### config.mk
export PLATFORM = sky130hd
export DESIGN_NAME = tcc_timer
export DESIGN_NICKNAME = d
export VERILOG_FILES = /design/src/include/tcc_pkg.sv /design/src/logic/tcc_timer.sv
export SDC_FILE = /design/constraint.sdc
export NUM_CORES = 1
export LEC_CHECK = 0
export ABC_AREA = 1
export BUFFER_PORTS_ARGS = -buffer_cell sky130_fd_sc_hd__buf_2
export CORE_AREA = 2 2 106 108
export CTS_CLUSTER_SIZE = 14
export DETAILED_ROUTE_END_ITERATION = 10
export DIE_AREA = 0 0 108 110
export GPL_ROUTABILITY_DRIVEN = 0
export GPL_TIMING_DRIVEN = 0
export MAX_ROUTING_LAYER = met4
export PLACE_DENSITY = 0.59
export SYNTH_ARGS = -nofsm -noshare
export SYNTH_HDL_FRONTEND = slang
export SYNTH_SLANG_ARGS = --single-unit
### constraint.sdc
create_clock -name pclk -period 2.5 [get_ports pclk]
set_input_delay 0.125 -clock pclk [delete_from_list [all_inputs] [get_ports pclk]]
set_output_delay 0.125 -clock pclk [all_outputs]
set_load 0.05 [all_outputs]
### src/include/tcc_pkg.sv
// tcc_pkg: constants for the 16-bit timer / capture counter block
// assumes an apb slave with 32-bit data and word-aligned registers
package tcc_pkg;

    // register byte addresses
    localparam logic [7:0] TCC_CTRL_OFS  = 8'h00;  // timer control register
    localparam logic [7:0] TCC_COUNT_OFS = 8'h04;  // count high/low bytes
    localparam logic [7:0] TCC_CAPT_OFS  = 8'h08;  // capture high/low bytes
    localparam logic [7:0] TCC_STAT_OFS  = 8'h0c;  // sticky flags, write one to clear
    localparam logic [7:0] TCC_MASK_OFS  = 8'h10;  // interrupt mask

    // control register field positions
    localparam int TCC_CT_SEL_BIT  = 0;  // counter_timer_select
    localparam int TCC_RUN_BIT     = 1;  // run_control
    localparam int TCC_CPRL_BIT    = 2;  // capture_reload_select
    localparam int TCC_EXEN_BIT    = 3;  // external_trigger_enable
    localparam int TCC_TXBAUD_BIT  = 4;  // transmit_baud_select
    localparam int TCC_RXBAUD_BIT  = 5;  // receive baud select

    // status / mask field positions
    localparam int TCC_OVF_BIT = 0;  // overflow_flag
    localparam int TCC_EXF_BIT = 1;  // external_trigger_flag

    // reset values
    localparam logic [5:0]  TCC_CTRL_RST  = 6'h00;
    localparam logic [15:0] TCC_COUNT_RST = 16'h0000;
    localparam logic [1:0]  TCC_FLAG_RST  = 2'h0;

    // machine cycle timing: 12 oscillator periods per machine cycle
    localparam int         TCC_OSC_PER_MC   = 12;
    localparam logic [3:0] TCC_MC_LAST      = 4'hb;  // phase counter wraps here
    localparam logic [3:0] TCC_SAMPLE_PHASE = 4'h9;  // sample_phase within cycle
    localparam logic [3:0] TCC_UPDATE_PHASE = 4'h4;  // update_phase within cycle

    // operating mode decode
    typedef enum logic [1:0] {
        TCC_OFF     = 2'b00,
        TCC_RELOAD  = 2'b01,
        TCC_CAPTURE = 2'b11,
        TCC_BAUD    = 2'b10
    } tcc_mode_t;

endpackage

### src/logic/tcc_timer.sv
// tcc_timer: 16-bit timer / event counter with capture and reload
// assumes pclk is the oscillator clock and pin inputs are synchronous to it
`timescale 1ns/1ns
`default_nettype none

module tcc_timer
    import tcc_pkg::*;
(
    // clock and reset
    input  wire logic        pclk,
    input  wire logic        presetn,
    // apb slave
    input  wire logic        psel,
    input  wire logic        penable,
    input  wire logic        pwrite,
    input  wire logic [7:0]  paddr,
    input  wire logic [31:0] pwdata,
    output logic      [31:0] prdata,
    output logic             pready,
    output logic             pslverr,
    // external pins
    input  wire logic        event_count_input,
    input  wire logic        external_trigger_input,
    // interrupt and status
    output logic             irq,
    output logic             baud_tick
);

    // register state
    // everything below is clocked by pclk, which stands in for the
    // oscillator; a machine cycle is twelve pclk periods counted by phase_q,
    // and the two pin strobes plus the timer step are decoded from it.
    // the phase counter free-runs from reset, so a run bit set by software
    // starts counting at whatever phase the counter has reached: the first
    // timer step may come anywhere from one to twelve clocks later.
    logic [3:0]  phase_q, phase_d;      // oscillator period within machine cycle
    logic [5:0]  ctrl_q, ctrl_d;        // timer_control_reg
    logic [7:0]  count_high_byte_q, count_high_byte_d;
    logic [7:0]  count_low_byte_q, count_low_byte_d;
    logic [7:0]  capture_high_byte_q, capture_high_byte_d;
    logic [7:0]  capture_low_byte_q, capture_low_byte_d;
    logic [1:0]  flag_q, flag_d;        // sticky overflow / trigger flags
    logic [1:0]  mask_q, mask_d;        // interrupt enables
    logic        ev_smp_q, ev_smp_d;    // last event pin sample
    logic        tr_smp_q, tr_smp_d;    // last trigger pin sample
    logic        ev_pend_q, ev_pend_d;  // edge seen, count at next update phase
    logic [31:0] prdata_q, prdata_d;
    logic        pready_q, pready_d;
    logic        pslverr_q, pslverr_d;
    logic        irq_q, irq_d;
    logic        baud_q, baud_d;

    // decoded control
    // plain wires onto the control register bits; kept as named signals so
    // the mode decode and the increment source read like the bit names.
    // receive baud select has no pin of its own here, only its bit
    logic        counter_timer_select;
    logic        run_control;
    logic        capture_reload_select;
    logic        external_trigger_enable;
    logic        transmit_baud_select;
    logic        receive_baud_select;
    tcc_mode_t   mode;

    // combinational helpers
    logic        mc_end;         // last oscillator period of machine cycle
    logic        at_sample;      // sample_phase strobe
    logic        at_update;      // update_phase strobe
    logic        inc;            // count advances this clock
    logic [16:0] next_count;     // count plus one with carry out
    logic        overflow;       // wrap from all ones to zero
    logic        trig_fall;      // falling edge on trigger input
    logic        wr_en;          // apb write access phase
    logic        rd_en;          // apb read access phase
    logic        addr_ok;        // address decodes to a register

    assign counter_timer_select    = ctrl_q[TCC_CT_SEL_BIT];
    assign run_control             = ctrl_q[TCC_RUN_BIT];
    assign capture_reload_select   = ctrl_q[TCC_CPRL_BIT];
    assign external_trigger_enable = ctrl_q[TCC_EXEN_BIT];
    assign transmit_baud_select    = ctrl_q[TCC_TXBAUD_BIT];
    assign receive_baud_select     = ctrl_q[TCC_RXBAUD_BIT];

    // mode decode; baud selects override the capture/reload choice
    // run control is tested first so that no combination of the other
    // bits can keep the counter alive once software stops it; the enum
    // is gray coded so neighbouring modes differ in a single bit
    always_comb begin
        if (!run_control) begin
            mode = TCC_OFF;
        end else if (transmit_baud_select || receive_baud_select) begin
            mode = TCC_BAUD;
        end else if (capture_reload_select) begin
            mode = TCC_CAPTURE;
        end else begin
            mode = TCC_RELOAD;
        end
    end

    // phase strobes within a machine cycle
    // each strobe is high for exactly one pclk in twelve; the sample strobe
    // lies late in the cycle and the update strobe early, so an edge seen
    // at one sample is counted part way into the following machine cycle.
    // the timer step uses the last phase so that one step happens per
    // machine cycle whatever phase the run bit was set at
    assign mc_end    = (phase_q == TCC_MC_LAST);
    assign at_sample = (phase_q == TCC_SAMPLE_PHASE);
    assign at_update = (phase_q == TCC_UPDATE_PHASE);

    // the increment source: machine cycles or a pending pin edge;
    // the edge is only consumed at the update phase, so two machine
    // cycles separate successive counts at best
    always_comb begin
        if (mode == TCC_OFF) begin
            inc = 1'b0;
        end else if (counter_timer_select) begin
            inc = at_update && ev_pend_q;
        end else begin
            inc = mc_end;
        end
    end

    // low byte carries into high byte as one 16-bit value
    assign next_count = {1'b0, count_high_byte_q, count_low_byte_q} + 17'h00001;
    assign overflow   = inc && next_count[16];

    // trigger edge detect at sample phase, same sampling as count pin
    assign trig_fall = at_sample && tr_smp_q && !external_trigger_input;

    // apb decode
    // writes act in the access cycle, the one cycle in which pready is
    // high; reads are looked up in the setup cycle and registered so that
    // prdata comes from a flip-flop; the price is that a read shows the
    // state one clock before the access edge, never a value still changing
    assign wr_en   = psel && penable && pwrite;
    assign rd_en   = psel && penable && !pwrite;
    assign addr_ok = (paddr == TCC_CTRL_OFS) || (paddr == TCC_COUNT_OFS) ||
                     (paddr == TCC_CAPT_OFS) || (paddr == TCC_STAT_OFS) ||
                     (paddr == TCC_MASK_OFS);

    // next-state logic for the whole block
    always_comb begin
        // defaults hold state, except that the phase counter advances and baud_d clears
        phase_d             = mc_end ? 4'h0 : phase_q + 4'h1;
        ctrl_d              = ctrl_q;
        count_high_byte_d   = count_high_byte_q;
        count_low_byte_d    = count_low_byte_q;
        capture_high_byte_d = capture_high_byte_q;
        capture_low_byte_d  = capture_low_byte_q;
        flag_d              = flag_q;
        mask_d              = mask_q;
        ev_smp_d            = ev_smp_q;
        tr_smp_d            = tr_smp_q;
        ev_pend_d           = ev_pend_q;
        baud_d              = 1'b0;

        // pin sampling once per machine cycle
        // a level shorter than one machine cycle may fall between two
        // samples and be lost; the source must hold each level long enough.
        // the sample registers reset low, below the idle-high pin level, so
        // no falling edge can be invented by the first sample after reset
        if (at_sample) begin
            ev_smp_d = event_count_input;
            tr_smp_d = external_trigger_input;
            // high then low across two samples marks an edge
            if (ev_smp_q && !event_count_input) begin
                ev_pend_d = 1'b1;
            end
        end
        if (at_update) begin
            ev_pend_d = 1'b0;  // edge consumed or dropped when stopped
        end

        // counting
        if (inc) begin
            count_high_byte_d = next_count[15:8];
            count_low_byte_d  = next_count[7:0];
        end

        // overflow handling per mode
        // overflow is only ever raised together with inc, so a stopped
        // counter can never set a flag or reload; capture mode simply wraps
        // to zero, reload and baud modes load the capture bytes instead.
        // baud mode rolls over silently apart from its one-clock tick,
        // so software sees no flag and no interrupt from it
        if (overflow) begin
            case (mode)
                TCC_CAPTURE: begin
                    flag_d[TCC_OVF_BIT] = 1'b1;
                end
                TCC_RELOAD: begin
                    flag_d[TCC_OVF_BIT] = 1'b1;
                    count_high_byte_d   = capture_high_byte_q;
                    count_low_byte_d    = capture_low_byte_q;
                end
                TCC_BAUD: begin
                    baud_d            = 1'b1;
                    count_high_byte_d = capture_high_byte_q;
                    count_low_byte_d  = capture_low_byte_q;
                end
                default: begin
                end
            endcase
        end

        // external trigger in capture mode
        // the copy takes the count as it stood before this clock, so a
        // capture that lands on an increment records the older value;
        // in reload and baud modes the trigger edge is deliberately ignored
        // and the trigger sample is still updated so no stale edge remains
        if (trig_fall && external_trigger_enable && (mode == TCC_CAPTURE)) begin
            capture_high_byte_d = count_high_byte_q;
            capture_low_byte_d  = count_low_byte_q;
            flag_d[TCC_EXF_BIT] = 1'b1;
        end

        // software register writes
        // placed after the hardware updates so a write of the count or
        // capture bytes wins over an increment or capture in the same
        // clock; the status register is the exception, where a hardware
        // set must not be lost to a clear that arrives in the same cycle.
        // writes to holes in the map change nothing and answer pslverr
        if (wr_en) begin
            case (paddr)
                TCC_CTRL_OFS: ctrl_d = pwdata[5:0];
                TCC_COUNT_OFS: begin
                    count_high_byte_d = pwdata[15:8];
                    count_low_byte_d  = pwdata[7:0];
                end
                TCC_CAPT_OFS: begin
                    capture_high_byte_d = pwdata[15:8];
                    capture_low_byte_d  = pwdata[7:0];
                end
                TCC_STAT_OFS: begin
                    // write one clears, but a flag set this clock survives
                    flag_d = (flag_q & ~pwdata[1:0]) | (flag_d & ~flag_q);
                end
                TCC_MASK_OFS: mask_d = pwdata[1:0];
                default: begin
                end
            endcase
        end

        // interrupt: or of unmasked flags, registered
        irq_d = |(flag_d & mask_d);

        // apb answer, zero-wait
        // the answer is prepared in the setup cycle and registered, so it
        // stands for exactly the access cycle; a master that holds its
        // request longer than that would see pready low again and wait on.
        // unmapped addresses answer with an error and read back zero,
        // which keeps a failed read from showing stale data
        pready_d  = psel && !penable;
        pslverr_d = psel && !penable && !addr_ok;
        prdata_d  = 32'h0000_0000;
        if (psel && !penable && !pwrite) begin
            case (paddr)
                TCC_CTRL_OFS:  prdata_d = {26'h0, ctrl_q};
                TCC_COUNT_OFS: prdata_d = {16'h0, count_high_byte_q, count_low_byte_q};
                TCC_CAPT_OFS:  prdata_d = {16'h0, capture_high_byte_q, capture_low_byte_q};
                TCC_STAT_OFS:  prdata_d = {30'h0, flag_q};
                TCC_MASK_OFS:  prdata_d = {30'h0, mask_q};
                default:       prdata_d = 32'h0000_0000;
            endcase
        end
    end

    // all state registers; async reset to constants
    // this process only registers the next values computed above; the
    // reset branch assigns constants alone, so the asynchronous path never
    // depends on other state. the counter comes out of reset stopped,
    // with flags and mask clear, so irq stays low until software acts
    always_ff @(posedge pclk or negedge presetn) begin
        if (!presetn) begin
            phase_q             <= 4'h0;
            ctrl_q              <= TCC_CTRL_RST;
            count_high_byte_q   <= TCC_COUNT_RST[15:8];
            count_low_byte_q    <= TCC_COUNT_RST[7:0];
            capture_high_byte_q <= TCC_COUNT_RST[15:8];
            capture_low_byte_q  <= TCC_COUNT_RST[7:0];
            flag_q              <= TCC_FLAG_RST;
            mask_q              <= TCC_FLAG_RST;
            ev_smp_q            <= 1'b0;
            tr_smp_q            <= 1'b0;
            ev_pend_q           <= 1'b0;
            prdata_q            <= 32'h0000_0000;
            pready_q            <= 1'b0;
            pslverr_q           <= 1'b0;
            irq_q               <= 1'b0;
            baud_q              <= 1'b0;
        end else begin
            phase_q             <= phase_d;
            ctrl_q              <= ctrl_d;
            count_high_byte_q   <= count_high_byte_d;
            count_low_byte_q    <= count_low_byte_d;
            capture_high_byte_q <= capture_high_byte_d;
            capture_low_byte_q  <= capture_low_byte_d;
            flag_q              <= flag_d;
            mask_q              <= mask_d;
            ev_smp_q            <= ev_smp_d;
            tr_smp_q            <= tr_smp_d;
            ev_pend_q           <= ev_pend_d;
            prdata_q            <= prdata_d;
            pready_q            <= pready_d;
            pslverr_q           <= pslverr_d;
            irq_q               <= irq_d;
            baud_q              <= baud_d;
        end
    end

    // outputs straight from flip-flops
    // no logic sits between these registers and the pins, so the bus and
    // interrupt outputs carry no glitches; irq and baud_tick rise on the
    // same edge that sets the flag or reloads the count, so a user timing
    // an interrupt response against the count need allow no extra clock
    assign prdata    = prdata_q;
    assign pready    = pready_q;
    assign pslverr   = pslverr_q;
    assign irq       = irq_q;
    assign baud_tick = baud_q;

endmodule

`default_nettype wire

==> impl_metrics.ini <==
[route]
routed_wl_um = 11700
ant_nets = 0
drc_errors = 0
vias = 3971
drtPass1Iterations = 5
routedWlPerCell_um = 14.8
vias_per_cell = 5.01
drt_iter0_drc = 322

[sta]
maxSlewHeadroom_pct = 41.5
fin_crit_ns = 2.25
drv_slew = 0
min_period_over_period_pct = 89.9
skew_ns = 0.00715
finalSetupViolations = 0
hold_viol = 0
clock.fmax_mhz = 445
final.setup.tns_ns = 0
rsz0062_at_grt = no
tightestPinTransition_ns = 0.877

[place]
post-dp-hpwl_um = 8470
io_buffers = 50

[power]
power_density_nw_per_um2 = 440
worst_ir_drop_vdd_mv = 0.172
power_leakage_nw = 2.52

[setup_path]
critPathLaunchType = flop
worstSetupPathType = flop to flop
cpMostUsedCell = inv_1
worstSetupEndpointType = flop
crit_arrival_ns = 2.50
cp_top_family = simple AND/OR/NAND/NOR gates
crit_fanout = 10
critPathMaxStageDelay_ns = 0.36
path_buf_inv = 4
required_ns = 2.75
cp_slowest_cell = dfrtp_1
path_cells = inv_1 > nand2_1 > nor2_1 > inv_1 > ha_1 > inv_1 > nand3_2 > nor2_4 > buf_6 > nand4_1 > nand3_1 > nand2_1

[logic_synthesis]
synthAdderAreaFrac_pct = 2.07
netlist_top_cells_area = dfrtp_1 41%, nand2_1 15%, inv_1 5.0%
synth_edf_count = 0
synth-main-ff-cell = dfrtp_1
synth_compound_area_share_pct = 8.29
synthesis.area_um2 = 4240
synth.top_cell.area_share_pct = 40.7
synth_area_leader_cell = dfrtp_1
synth-xor-area-share_pct = 0.826
yosysWarnings = 0
synth_area_per_cell_um2 = 7.60
ys_ff_latch = 69
synthSimpleGateAreaFrac_pct = 36.4
synthMuxAreaShare_pct = 0.531
async_flop_share_pct = 100
synth_cell_type_count = 40
synth_top_family_by_area = simple AND/OR/NAND/NOR gates
syn_inst = 558
ys_seq_area_share_pct = 40.7

[final_layout]
seqCellArea_um2 = 1730
area_delta_synth_final_pct = 18.7
drive_above_1_share_pct = 22.9
multiInputGateArea_um2 = 2100
fill_cells = 1075
postLayoutCoreUtil_pct = 47.1
fin_nets = 701
antennaDiodeCount = 0

[global_route]
grt_max_degree = 70
grt.total_usage_pct = 21.8
grt_pass1_wl_um = 19200
antenna_found_initial = 0
grt_pass1_vias = 3886
overflow = 0

[run]
max_cap_violations = 0

[floorplanning]
core_um2 = 10700
fp.dieW_um = 108
die_h_um = 110
die-area_um2 = 11900
io_pins = 83
start_util_pct = 39.6
num_rows = 38

[status]
status = finished, final reports clean

[clock_network]
clk_path_buf_depth = 2
cts_tree = built
clkSlewWorstSetupHoldPaths_ns = 0.07
insertion_delay_ns = 0.36
cts_sinks = 69
root_buffer = clkbuf_8
htreeDepth = 3
cts_buffers = 9

[min_path]
hold_path_class = input port to flop
[layout by cell type (no fill, tap or decap), types with 6 or more instances in the layout]
| cell | count |
|---|---|
| ha_1 | 7 |
| a21oi_1 | 8 |
| nand3_1 | 42 |
| clkbuf_1 | 9 |
| nor2_1 | 49 |
| a31oi_1 | 16 |
| nand3_2 | 13 |
| o21ai_0 | 11 |
| inv_2 | 11 |
| buf_2 | 55 |
| nor2_4 | 6 |
| buf_4 | 19 |
| clkbuf_8 | 11 |
| nand2_1 | 165 |
| dfrtp_1 | 69 |
| conb_1 | 16 |
| dlygate4sd3_1 | 13 |
| a21oi_2 | 10 |
| inv_1 | 56 |
| nand4_1 | 19 |
[routing by layer]
metal	GRT usage (%)	wire length [um]	vias to the layer above
met3	3.47	479	20
met1	28.4	5500	1907
li1	-	-	1945
met5	-	0	-
met2	34.3	5520	99
met4	8.24	195	0
[power by group]
| part | total [W] | internal (W) | switching, W |
|---|---|---|---|
| sequential | 0.00115 | 0.00113 | 0.0000162 |
| clock | 0.000851 | 0.000413 | 0.000437 |
| combinational | 0.000213 | 0.0000697 | 0.000143 |
| total | 0.00221 | 0.00162 | 0.000597 |
[flip-flops by register name, summed over array words and instances (netlist names)]
name and count:
count_low_byte_q 8, ev_pend_q 1, mask_q 2, capture_low_byte_q 8, flag_q 2, baud_tick 1
capture_high_byte_q 8, tr_smp_q 1, ctrl_q 6, pslverr 1, irq 1, phase_q 4
prdata 16, pready 1, count_high_byte_q 8, ev_smp_q 1
[through the flow]
stage                     setup WS [ns]  hold slack (ns)  instance area, um2  total power, W  instances
after floorplan                   0.732           -0.171                4300         0.00129        573
after global placement            0.176            0.328                4720         0.00136        763
after detailed placement         0.0676            0.315                4720         0.00137        763
after CTS                        0.0447          0.00673                5030         0.00223        792
after global routing             0.0548           0.0360                5030         0.00230        792
final                             0.252           0.0149                5030         0.00221        792
[path summary, 6_finish.rpt]
kind	start	end	slack, ns	depth (start not counted)
max reg2reg	ctrl_q[4]	count_low_byte_q[4]	0.25	12
max	ctrl_q[4]	count_low_byte_q[4]	0.25	12
min in group asynchronous	presetn	ev_pend_q	0.42	2
min reg2reg	ev_smp_q	ev_smp_q	0.51	2
min	pwdata[4]	count_low_byte_q[4]	0.01	3
max in group asynchronous	presetn	count_high_byte_q[1]	1.51	2
[worst min-delay path, stage by stage]
cell and delay [ns]:
buf_2 0.11, nand2_1 0.05, nand2_1 0.05
[layout make-up]
cell class              instances  area share [%]
clock buffers                  13            3.16
plain buffers                  34            4.35
well taps                     140            3.48
flip-flops and latches         69            34.3
repair buffers                 63            7.61
multi-input cells             403            41.7
clock inverters                 3           0.398
inverters                      67            5.00
[what timing repair did]
action                                 4_1_cts  5_1_grt
setup endpoints to repair                    0       10
setup buffers                                0        0
endpoints found under the hold margin       82        0
gates resized for setup                      0        2
hold buffers                                13        0
[cell usage after synthesis, types with 2 or more instances]
cell	count
o22ai_1	3
nor2_1	49
nand3_2	13
inv_1	56
a31oi_1	16
clkbuf_1	8
o21ai_0	11
buf_4	18
o21ai_1	5
nand2_2	5
nor3_4	2
ha_1	7
a21oi_2	10
nor3_1	3
and3_1	2
buf_6	2
nand3_1	42
buf_2	6
nand4_1	19
mux2_2	2
xor2_1	3
nor2_2	4
inv_2	11
a21oi_1	8
nand2_1	165
nor2_4	6
dfrtp_1	69
[logic make-up (layout without fill, tap and decap cells)]
group,count (synthesis),in the layout
adders and majority gates,7,7
other,1,16
and+or+nand+nor,318,318
muxes,2,2
DFF,69,69
buffers and inverters,101,180
AOI/OAI and AO/OA,56,56
xor gates and xnor gates,4,4
Power figures use the tool's default switching activity.
